--- src/rti_pkg.sv ---
// Constants and carrier types for the return instruction unit
// How it works
// RL1: Interrupt return pops stack, sets global enable
// RL2: Interrupt return, s clear, keeps W/status/bank
// RL3: Literal return 0000 1100 kkkk kkkk, two cycles
// RL4: Literal return writes 8-bit literal into W
// RL5: Literal return pops top entry into PC
// RL6: PC latch registers never touched by returns
// RL7: Subroutine return 0000 0000 0001 001s, two cycles
// RL8: Subroutine return pops stack into PC
// RL9: Subroutine return, s set, restores shadows
// RL10: Subroutine return, s clear, keeps registers
// RL11: Interrupt return, s set, restores shadows
// RL12: Pop in fourth phase, second cycle flushed
package rti_pkg;
  localparam int PC_W = 21;
  localparam logic [15:0] RETI_MASK = 16'hFFFE;
  localparam logic [15:0] RETI_CODE = 16'h0010;
  localparam logic [15:0] RETS_MASK = 16'hFFFE;
  localparam logic [15:0] RETS_CODE = 16'h0012;
  localparam logic [15:0] RETL_MASK = 16'hFF00;
  localparam logic [15:0] RETL_CODE = 16'h0C00;
  localparam int SHADOW_BIT = 0;
  localparam logic [1:0] PHASE_Q4 = 2'h3;
  localparam logic [1:0] PHASE_Q1 = 2'h0;

  typedef enum logic [1:0] {RTI_NONE, RTI_INTR, RTI_SUB, RTI_LIT} rti_kind_e;

  typedef struct packed {
    rti_kind_e kind;
    logic shadow;
    logic [7:0] literal;
  } rti_dec_s;

  typedef struct packed {
    logic [7:0] working;
    logic [7:0] flags;
    logic [7:0] bank;
  } rti_regs_s;
endpackage : rti_pkg

--- src/rti_unit.sv ---
// Execution of interrupt, subroutine and literal returns
`timescale 1ns/1ps
module rti_unit
  import rti_pkg::*;
#(
  parameter int PCW = PC_W
) (
  input wire logic core_clk,
  input wire logic resetn,
  input wire logic [1:0] phase,
  input wire logic instr_valid,
  input wire logic [15:0] instr_word,
  input wire logic high_prio_active,
  input wire logic [PCW-1:0] stack_top_entry,
  input wire rti_regs_s shadow_regs,
  output logic busy,
  output logic flush,
  output logic stack_pop,
  output logic pc_load,
  output logic [PCW-1:0] pc_value,
  output logic regs_load,
  output rti_regs_s regs_value,
  output logic w_load,
  output logic [7:0] w_value,
  output logic high_prio_global_irq_enable_set,
  output logic low_prio_global_irq_enable_set,
  output logic flags_touched
);
  if (PCW < 1 || PCW > 32) begin : g_bad
    $error("PCW out of range");
  end

  logic rst_s1_reg, rst_n_reg;
  rti_dec_s dec;
  rti_dec_s held_reg;
  logic pop_now;
  logic flush_reg;
  logic take;

  typedef enum logic [1:0] {ST_IDLE, ST_EXEC, ST_FLUSH} rti_state_e;
  rti_state_e state_reg;

  // Assertion of resetn stays asynchronous; only its release is retimed
  always_ff @(posedge core_clk or negedge resetn) begin
    if (!resetn) begin
      rst_s1_reg <= 1'b0;
      rst_n_reg <= 1'b0;
    end else begin
      rst_s1_reg <= 1'b1;
      rst_n_reg <= rst_s1_reg;
    end
  end

  rti_decoder rti_decoder_inst (
    .opcode(instr_word),
    .dec(dec)
  );

  // Decode is taken in Q1 only; the held copy drives the Q4 actions
  assign take = (state_reg == ST_IDLE) && instr_valid && (phase == PHASE_Q1)
    && (dec.kind != RTI_NONE);

  always_ff @(posedge core_clk or negedge rst_n_reg) begin
    if (!rst_n_reg) begin
      state_reg <= ST_IDLE;
    end else begin
      case (state_reg)
        ST_IDLE: begin
          if (take) begin
            state_reg <= ST_EXEC;
          end
        end
        ST_EXEC: begin
          if (phase == PHASE_Q4) begin
            state_reg <= ST_FLUSH; // RL12
          end
        end
        ST_FLUSH: begin
          if (phase == PHASE_Q4) begin
            state_reg <= ST_IDLE; // RL12
          end
        end
        default: state_reg <= ST_IDLE;
      endcase
    end
  end

  always_ff @(posedge core_clk or negedge rst_n_reg) begin
    if (!rst_n_reg) begin
      held_reg <= '0;
    end else if (take) begin
      held_reg <= dec;
    end
  end

  assign pop_now = (state_reg == ST_EXEC) && (phase == PHASE_Q4);

  // Pop and PC load share one Q4 pulse, so the stack and the PC
  // can never disagree about which entry was consumed
  always_ff @(posedge core_clk or negedge rst_n_reg) begin
    if (!rst_n_reg) begin
      stack_pop <= 1'b0;
      pc_load <= 1'b0;
      pc_value <= '0;
    end else begin
      stack_pop <= pop_now; // RL12
      pc_load <= pop_now; // RL5 RL8
      if (pop_now) begin
        pc_value <= stack_top_entry; // RL1 RL5 RL8
      end
    end
  end

  // Shadow restore only for the s form; s clear leaves them alone
  always_ff @(posedge core_clk or negedge rst_n_reg) begin
    if (!rst_n_reg) begin
      regs_load <= 1'b0;
      regs_value <= '0;
    end else begin
      regs_load <= pop_now && held_reg.shadow
        && (held_reg.kind inside {RTI_INTR, RTI_SUB}); // RL9 RL11 RL2 RL10
      if (pop_now) begin
        regs_value <= shadow_regs;
      end
    end
  end

  always_ff @(posedge core_clk or negedge rst_n_reg) begin
    if (!rst_n_reg) begin
      w_load <= 1'b0;
      w_value <= 8'h00;
    end else begin
      w_load <= pop_now && (held_reg.kind == RTI_LIT); // RL4
      if (pop_now) begin
        w_value <= held_reg.literal; // RL4
      end
    end
  end

  // Only one enable is set, so a low-priority return cannot
  // reopen high-priority interrupts by accident
  always_ff @(posedge core_clk or negedge rst_n_reg) begin
    if (!rst_n_reg) begin
      high_prio_global_irq_enable_set <= 1'b0;
      low_prio_global_irq_enable_set <= 1'b0;
    end else begin
      high_prio_global_irq_enable_set <= pop_now && (held_reg.kind == RTI_INTR)
        && high_prio_active; // RL1
      low_prio_global_irq_enable_set <= pop_now && (held_reg.kind == RTI_INTR)
        && !high_prio_active; // RL1
    end
  end

  always_ff @(posedge core_clk or negedge rst_n_reg) begin
    if (!rst_n_reg) begin
      flush_reg <= 1'b0;
    end else begin
      flush_reg <= (state_reg == ST_FLUSH) || pop_now; // RL12
    end
  end

  assign flush = flush_reg;
  assign busy = (state_reg != ST_IDLE);
  // No PC latch is ever written here; status flags change only through the s-form shadow restore
  assign flags_touched = 1'b0; // RL3 RL6 RL7

  a_pop_q4: assert property (@(posedge core_clk) disable iff (!rst_n_reg)
    stack_pop |-> $past(phase) == PHASE_Q4) // RL12
    else $error("pop outside Q4");
  a_pc_from_top: assert property (@(posedge core_clk) disable iff (!rst_n_reg)
    pc_load |-> pc_value == $past(stack_top_entry)) // RL8
    else $error("pc not loaded from stack top");
  a_lit_w: assert property (@(posedge core_clk) disable iff (!rst_n_reg)
    w_load |-> w_value == held_reg.literal && pc_load) // RL4
    else $error("literal not written with pop");
  a_no_shadow_s0: assert property (@(posedge core_clk) disable iff (!rst_n_reg)
    (pc_load && !held_reg.shadow) |-> !regs_load) // RL10
    else $error("shadow restore with s clear");
  a_shadow_s1: assert property (@(posedge core_clk) disable iff (!rst_n_reg)
    (pc_load && held_reg.shadow && held_reg.kind != RTI_LIT) |-> regs_load) // RL9
    else $error("shadow restore missing");
  a_gie_only_intr: assert property (@(posedge core_clk) disable iff (!rst_n_reg)
    (high_prio_global_irq_enable_set || low_prio_global_irq_enable_set)
      |-> pc_load && held_reg.kind == RTI_INTR) // RL1
    else $error("enable set outside interrupt return");
  a_take_to_pop: assert property (@(posedge core_clk) disable iff (!rst_n_reg)
    take |-> ##[3:4] stack_pop) // RL3
    else $error("pop not in first cycle");
  a_flush_follows: assert property (@(posedge core_clk) disable iff (!rst_n_reg)
    stack_pop |-> flush [*4]) // RL12
    else $error("second cycle not flushed");

  // Whole-instruction timing and pairing of the pulses
  a_busy_span: assert property (@(posedge core_clk) disable iff (!rst_n_reg)
    take |=> busy [*7] ##1 !busy) // RL3
    else $error("return not two instruction cycles");
  a_pop_single: assert property (@(posedge core_clk) disable iff (!rst_n_reg)
    stack_pop |=> !stack_pop) // RL12
    else $error("stack popped twice");
  a_pop_with_pc: assert property (@(posedge core_clk) disable iff (!rst_n_reg)
    stack_pop |-> pc_load) // RL5
    else $error("pop without pc load");
  a_pc_with_pop: assert property (@(posedge core_clk) disable iff (!rst_n_reg)
    pc_load |-> stack_pop) // RL8
    else $error("pc load without pop");
  a_flush_end: assert property (@(posedge core_clk) disable iff (!rst_n_reg)
    stack_pop |-> ##5 !flush) // RL12
    else $error("flush overruns second cycle");
  a_gie_exclusive: assert property (@(posedge core_clk) disable iff (!rst_n_reg)
    !(high_prio_global_irq_enable_set && low_prio_global_irq_enable_set)) // RL1
    else $error("both enables set");
  a_gie_on_intr: assert property (@(posedge core_clk) disable iff (!rst_n_reg)
    (pc_load && held_reg.kind == RTI_INTR)
      |-> (high_prio_global_irq_enable_set || low_prio_global_irq_enable_set)) // RL1
    else $error("interrupt return left enables alone");
  a_gie_priority: assert property (@(posedge core_clk) disable iff (!rst_n_reg)
    high_prio_global_irq_enable_set |-> $past(high_prio_active)) // RL1
    else $error("wrong enable priority");
  a_sub_no_irq: assert property (@(posedge core_clk) disable iff (!rst_n_reg)
    (pc_load && held_reg.kind == RTI_SUB)
      |-> !(high_prio_global_irq_enable_set || low_prio_global_irq_enable_set)) // RL7
    else $error("subroutine return touched enables");
  a_lit_keeps_regs: assert property (@(posedge core_clk) disable iff (!rst_n_reg)
    w_load |-> !regs_load) // RL3
    else $error("literal return restored shadows");
  a_shadow_value: assert property (@(posedge core_clk) disable iff (!rst_n_reg)
    regs_load |-> regs_value == $past(shadow_regs)) // RL11
    else $error("shadow values not restored");
endmodule : rti_unit

--- src/rti_decoder.sv ---
// Opcode decoder for the three return instructions
`timescale 1ns/1ps
module rti_decoder
  import rti_pkg::*;
(
  input wire logic [15:0] opcode,
  output rti_dec_s dec
);
  always_comb begin
    dec.kind = RTI_NONE;
    dec.shadow = opcode[SHADOW_BIT];
    dec.literal = opcode[7:0];
    if ((opcode & RETI_MASK) == RETI_CODE) begin
      dec.kind = RTI_INTR; // RL1
    end else if ((opcode & RETS_MASK) == RETS_CODE) begin
      dec.kind = RTI_SUB; // RL7
    end else if ((opcode & RETL_MASK) == RETL_CODE) begin
      dec.kind = RTI_LIT; // RL3
    end
  end
endmodule : rti_decoder

--- config.mk ---
export PLATFORM = sky130hd
export DESIGN_NAME = rti_unit
export DESIGN_NICKNAME = d
export VERILOG_FILES = /design/src/rti_pkg.sv /design/src/rti_unit.sv /design/src/rti_decoder.sv
export SDC_FILE = /design/constraint.sdc
export NUM_CORES = 1
export LEC_CHECK = 0
export BUFFER_PORTS_ARGS = -buffer_cell sky130_fd_sc_hd__buf_4
export CAP_MARGIN = 20
export CORE_MARGIN = 10
export CORE_UTILIZATION = 30
export DETAILED_ROUTE_END_ITERATION = 12
export PLACE_DENSITY = 0.63
export SLEW_MARGIN = 0
export SYNTH_ARGS = -nofsm -noshare
export SYNTH_HDL_FRONTEND = slang
export SYNTH_SLANG_ARGS = --single-unit
--- constraint.sdc ---
create_clock -name core_clk -period 3.5 [get_ports core_clk]
set_input_delay 0.175 -clock core_clk [delete_from_list [all_inputs] [get_ports core_clk]]
set_output_delay 0.175 -clock core_clk [all_outputs]
set_load 0.05 [all_outputs]
# --- Word-level counts from Yosys, hierarchy flattened ---
# Cells that the tools add are included.
op_classes:
  eq_ne: 12
  n_mux: 7
  reduce_logical: 18
op_table:
  columns: ["operator", "count"]
  rows:
  - ["15-bit by 4-bit == test with 1-bit output (second input constant)", 2]
  - ["2-bit two-way mux", 6]
  - ["1-bit logical AND", 10]
  - ["2-bit == test (second input constant)", 4]
  - ["8-bit by 4-bit == test with 1-bit output (second input constant)", 1]
  - ["2-bit inequality test (second input constant)", 3]
  - ["2-bit one-hot mux with 3 select lines", 1]
  - ["2-bit nonzero test", 3]
  - ["2-bit by 1-bit == test with 1-bit output (second input constant)", 2]
  - ["2-bit logical NOT", 2]
  - ["3-bit AND reduction", 1]
  - ["1-bit logical NOT", 1]
  - ["1-bit logical OR", 1]
word_totals:
  register_bits: 74
  in_bits: 67
  output_inout_bits: 62
  wordCells: 54

# --- Longest topological paths before layout ---
depth:
  word_depth: 8
  mapped_depth: 7
  ltp_nobuf: 5

# --- Modules after synthesis ---
# Synthesis repeated with hierarchy kept, for this count alone.
hier_totals:
  hier_cells: 301
  hier_area_um2: 2941.6
by_module_without_submodules:
  columns: ["module", "n_inst", "cells_each", "area_per_inst_um2", "seq_area_each_um2"]
  rows:
  - ["rti_unit", 1, 281, 2796.4, 1851.8]
  - ["rti_decoder", 1, 20, 145.1, 0.0]

# --- Worst setup path after synthesis ---
# OpenSTA, ideal clock, no wires.
synth_timing:
  kind: "register to register"
  from: "register state_reg[1]"
  to: "register held_reg[1] in the netlist's numbering"
  setup_ns: 0.125
  t_arrival_ns: 1.736
  t_required_ns: 3.375
  slack_ns: 1.639
  stages_incl_launch_ff: 6
  synth_period_minus_slack_ns: 1.861
  path_cell_list: "dfrtp_1 > or2_1 > nand3b_1 > or2_1 > buf_6 > mux2_4"
synth_via:
  elab_chain_len: 4
synth_lines:
  columns: ["element", "line_no", "rtl"]
  rows:
  - ["start, declared", "rti_unit.sv:41", "rti_state_e state_reg;"]
  - ["start signal, assigned", "rti_unit.sv:65", "state_reg <= ST_IDLE;"]
  - ["start signal, assigned", "rti_unit.sv:70", "state_reg <= ST_EXEC;"]
  - ["start signal, assigned", "rti_unit.sv:75", "state_reg <= ST_FLUSH;"]
  - ["2-bit logical NOT", "rti_unit.sv:60", "assign take = (state_reg == ST_IDLE) && instr_valid && (phase == PHASE_Q1)"]
  - ["1-bit logical AND (2 in series)", "rti_unit.sv:60", null]
  - ["1-bit logical AND", "rti_unit.sv:61", "&& (dec.kind != RTI_NONE);"]
  - ["end signal, assigned", "rti_unit.sv:90", "held_reg <= '0;"]
  - ["end signal, assigned", "rti_unit.sv:92", "held_reg <= dec;"]
  - ["end, declared", "rti_unit.sv:35", "rti_dec_s held_reg;"]
# Every way passes these cells.
# A chain may end at the register's enable or synchronous reset.

# --- Final worst setup path ---
layout_timing:
  from: "register state_reg[1]"
  to: "register regs_value[22] in the netlist's numbering"
layout_via:
  elab_chain_len: 2
layout_lines:
  columns: ["element", "line_no", "rtl"]
  rows:
  - ["2-bit by 1-bit == test with 1-bit output", "rti_unit.sv:96", "assign pop_now = (state_reg == ST_EXEC) && (phase == PHASE_Q4);"]
  - ["1-bit logical AND", "rti_unit.sv:96", null]
  - ["end signal, assigned", "rti_unit.sv:123", "regs_value <= shadow_regs;"]
  - ["end, declared", "rti_unit.sv:22", "output rti_regs_s regs_value,"]
# Every way passes these cells.

==> results.md <==
* Sequential area share after synthesis at 64.9%
* Leading cell type by number of instances after synthesis: nand2_1
* Peak VDD IR at 191 uV
* GPL Wtd Cong at 0.781
* Share of Yosys cell area claimed by the top area cell type at 64.9%
* Area grow syn2layout at 45.7%
* WS Path Type: register to register
* N_diodes at 0
* Vias post-DR at 2321
* Number of synthesized flops with an enable pin at 0
* Largest net degree at the start of global routing at 72
* Yosys warnings at 0
* Worst Path Required at 3.77 ns
* CTS tree: done
* Slew Viols, Final at 0
* Vias/cell at 4.34
* Post-synth net total at 361
* Post-synthesis compound-gate area fraction at 2.67%
* Clock transition at the registers of the reported paths at 0.08 ns
* Pwr Total at 2.02 mW
* Largest register FFs at 24
* Reg2reg start: state_reg[1]
* Number of antenna violations at the first check in global routing at 0
* Worst setup SP type: register
* TritonRoute pass-1 iters at 4
* Arrival time of the worst setup path at 2.11 ns
* Final Cycle Share at 52.5%
* Grt ovf at 0
* Worst R2R Setup Slack at 1.66 ns
* DRC Markers at 0
* LEAKAGE at 2.34 nW
* Nets at 488
* Fmax at 544 MHz
* Chip Height at 117 um
* Async SR Flop Fraction at 100%
* Worst-Skew Late Latency at 0.34 ns
* Synth cell types at 34
* Post-synthesis mux area share at 1.47%
* TritonCTS Buffers at 9
* Max-cap violations at 0
* Top post-synthesis cells by area: dfrtp_1 (65%), nand2_1 (22%), a22o_1 (1.6%), mux2_4 (1.1%), clkbuf_1 (0.93%)
* CTS root buf: clkbuf_8
* Post-Syn Area at 2810 um^2
* Hold Path Cell Cnt at 3
* Tmin final at 1.84 ns
* Skew final at 0.00818 ns
* Post-Syn Instances at 292
* Avg Cell Area, Syn at 9.63 um^2
* Post-route ant nets at 0
* Crit. End Element: register
* TNS Setup at 0 ns
* CTS max path bufs at 2
* Relative slew slack at 36.5%
* Final Hold Fails at 0
* PD cells at 493 nW/um^2
* Placed instance area at 3840 um^2
* Adder-cell share of the synthesized area at 0.890%
* Synth Register Bits at 73
* Hold EP: regs_value[9]
* Core area at 9200 um^2
* Vias in the first global route at 2449
* # Post-CTS Setup Buffers at 0
* Die area at 13600 um^2
* Final Core Density at 44.6%
* Initial DRC Count at 86
* DP HPWL at 5430 um
* H-tree Lvls at 3
* Cell row count at 35
* Status: completed
* # IOs at 129
* Worst Hold Launch: shadow_regs[9]
* Port bufs at 127
* Largest family of logic cells by synthesized area: simple AND/OR/NAND/NOR gates
* DIE WIDTH at 117 um
* Commonest cells post-synth: nand2_1 (162), dfrtp_1 (73), clkbuf_1 (7)
* Reg2Reg Depth at 5
* Clock Sinks at 73
* GRT Util Overall at 11.2%
* Slew @ Worst Pin at 0.952 ns
* Final setup violation count at 0
* Post-synthesis simple-gate area fraction at 26.6%
* Synth Area in XOR/XNOR at 0%
* Initial core utilization at 30.6%
* Layout Cell Area excl Fill at 4100 um^2
* Unrepaired setup endpoints after global routing: no
* Crit-path max FO at 57
* Worst R2R End: regs_value[22]
* Routed WL at 7600 um
* Dominant cell type by area after synthesis: dfrtp_1
* Routed length per placed instance at 14.2 um
* Layout cells sized above 1 at 35.6%
* WHS at 0.0235 ns
* Worst hold path type: primary input to register
* Ys flop type: dfrtp_1
* Global-route wire length before repair at 12100 um
[how the worst max path moves through the flow]
stage | end | slack (ns) | cells past startpoint | start
5_1_grt | regs_value[18] | 1.46 | 5 | state_reg[1]
3_3_place_gp | high_prio_global_irq_enable_set | 1.64 | 4 | state_reg[1]
6_report | regs_value[22] | 1.66 | 5 | state_reg[1]
4_1_cts | high_prio_global_irq_enable_set | 1.60 | 4 | state_reg[1]
2_1_floorplan | flush | 1.32 | 0 | rst_n_reg
3_5_place_dp | high_prio_global_irq_enable_set | 1.63 | 4 | state_reg[1]
[critical path, cell delays in order (launching register included)]
cell	delay, ns
dfrtp_1	0.39
nand2b_1	0.15
or2_2	0.29
inv_2	0.69
nand2_1	0.13
nand2_1	0.10
[cells in the final DEF, fill, tap and decap left out, types with 3 or more instances in the layout]
| master | synthesis | final |
|---|---|---|
| a22o_1 | 5 | 5 |
| buf_4 | 2 | 128 |
| clkbuf_8 | 0 | 11 |
| dfrtp_1 | 73 | 72 |
| dlygate4sd3_1 | 0 | 3 |
| nand2_1 | 162 | 162 |
| nor2_1 | 4 | 4 |
[where the power goes]
| part | switching [mW] | internal, mW | leakage [nW] |
|---|---|---|---|
| combinational | 0.222 | 0.125 | 1.25 |
| clock | 0.305 | 0.438 | 0.115 |
| sequential | 0.0399 | 0.890 | 0.974 |
[layer usage]
| layer | track usage (%) | routed length [um] | up-vias |
|---|---|---|---|
| met5 | 0 | 0 | - |
| met4 | 2.22 | 52 | 0 |
| met3 | 5.30 | 682 | 5 |
| met2 | 18.1 | 3560 | 83 |
| met1 | 13.3 | 3300 | 1080 |
| li1 | - | - | 1153 |
[logic make-up (layout without fill, tap and decap cells)]
kind of cell	Yosys count	in the layout
muxes	3	3
other	2	2
AOI/OAI and AO/OA	10	10
adders and majority gates	2	2
and+or+nand+nor	184	184
buffers and inverters	18	150
DFF	73	73
[what timing repair did]
action / CTS / global route
hold endpoints to repair: 3 / 1
hold buffers: 2 / 1
resized for setup: 0 / 0
[metrics by stage]
step / worst slack, ns / std cells
finish: 1.66 / 535
global route: 1.46 / 535
CTS: 1.60 / 534
detailed placement: 1.63 / 516
global placement: 1.64 / 516
floorplan: 1.32 / 292
[area by class of cell]
| cell class | instances | area [um^2] |
|---|---|---|
| clock buffers | 11 | 151 |
| clock inverters | 5 | 77.6 |
| fillers | 908 | 5100 |
| inverters | 3 | 11.3 |
| multi-input cells | 201 | 898 |
| flip-flops and latches | 73 | 1830 |
| well taps | 111 | 139 |
| repair buffers | 131 | 991 |
(Power assumes the default switching activity.)
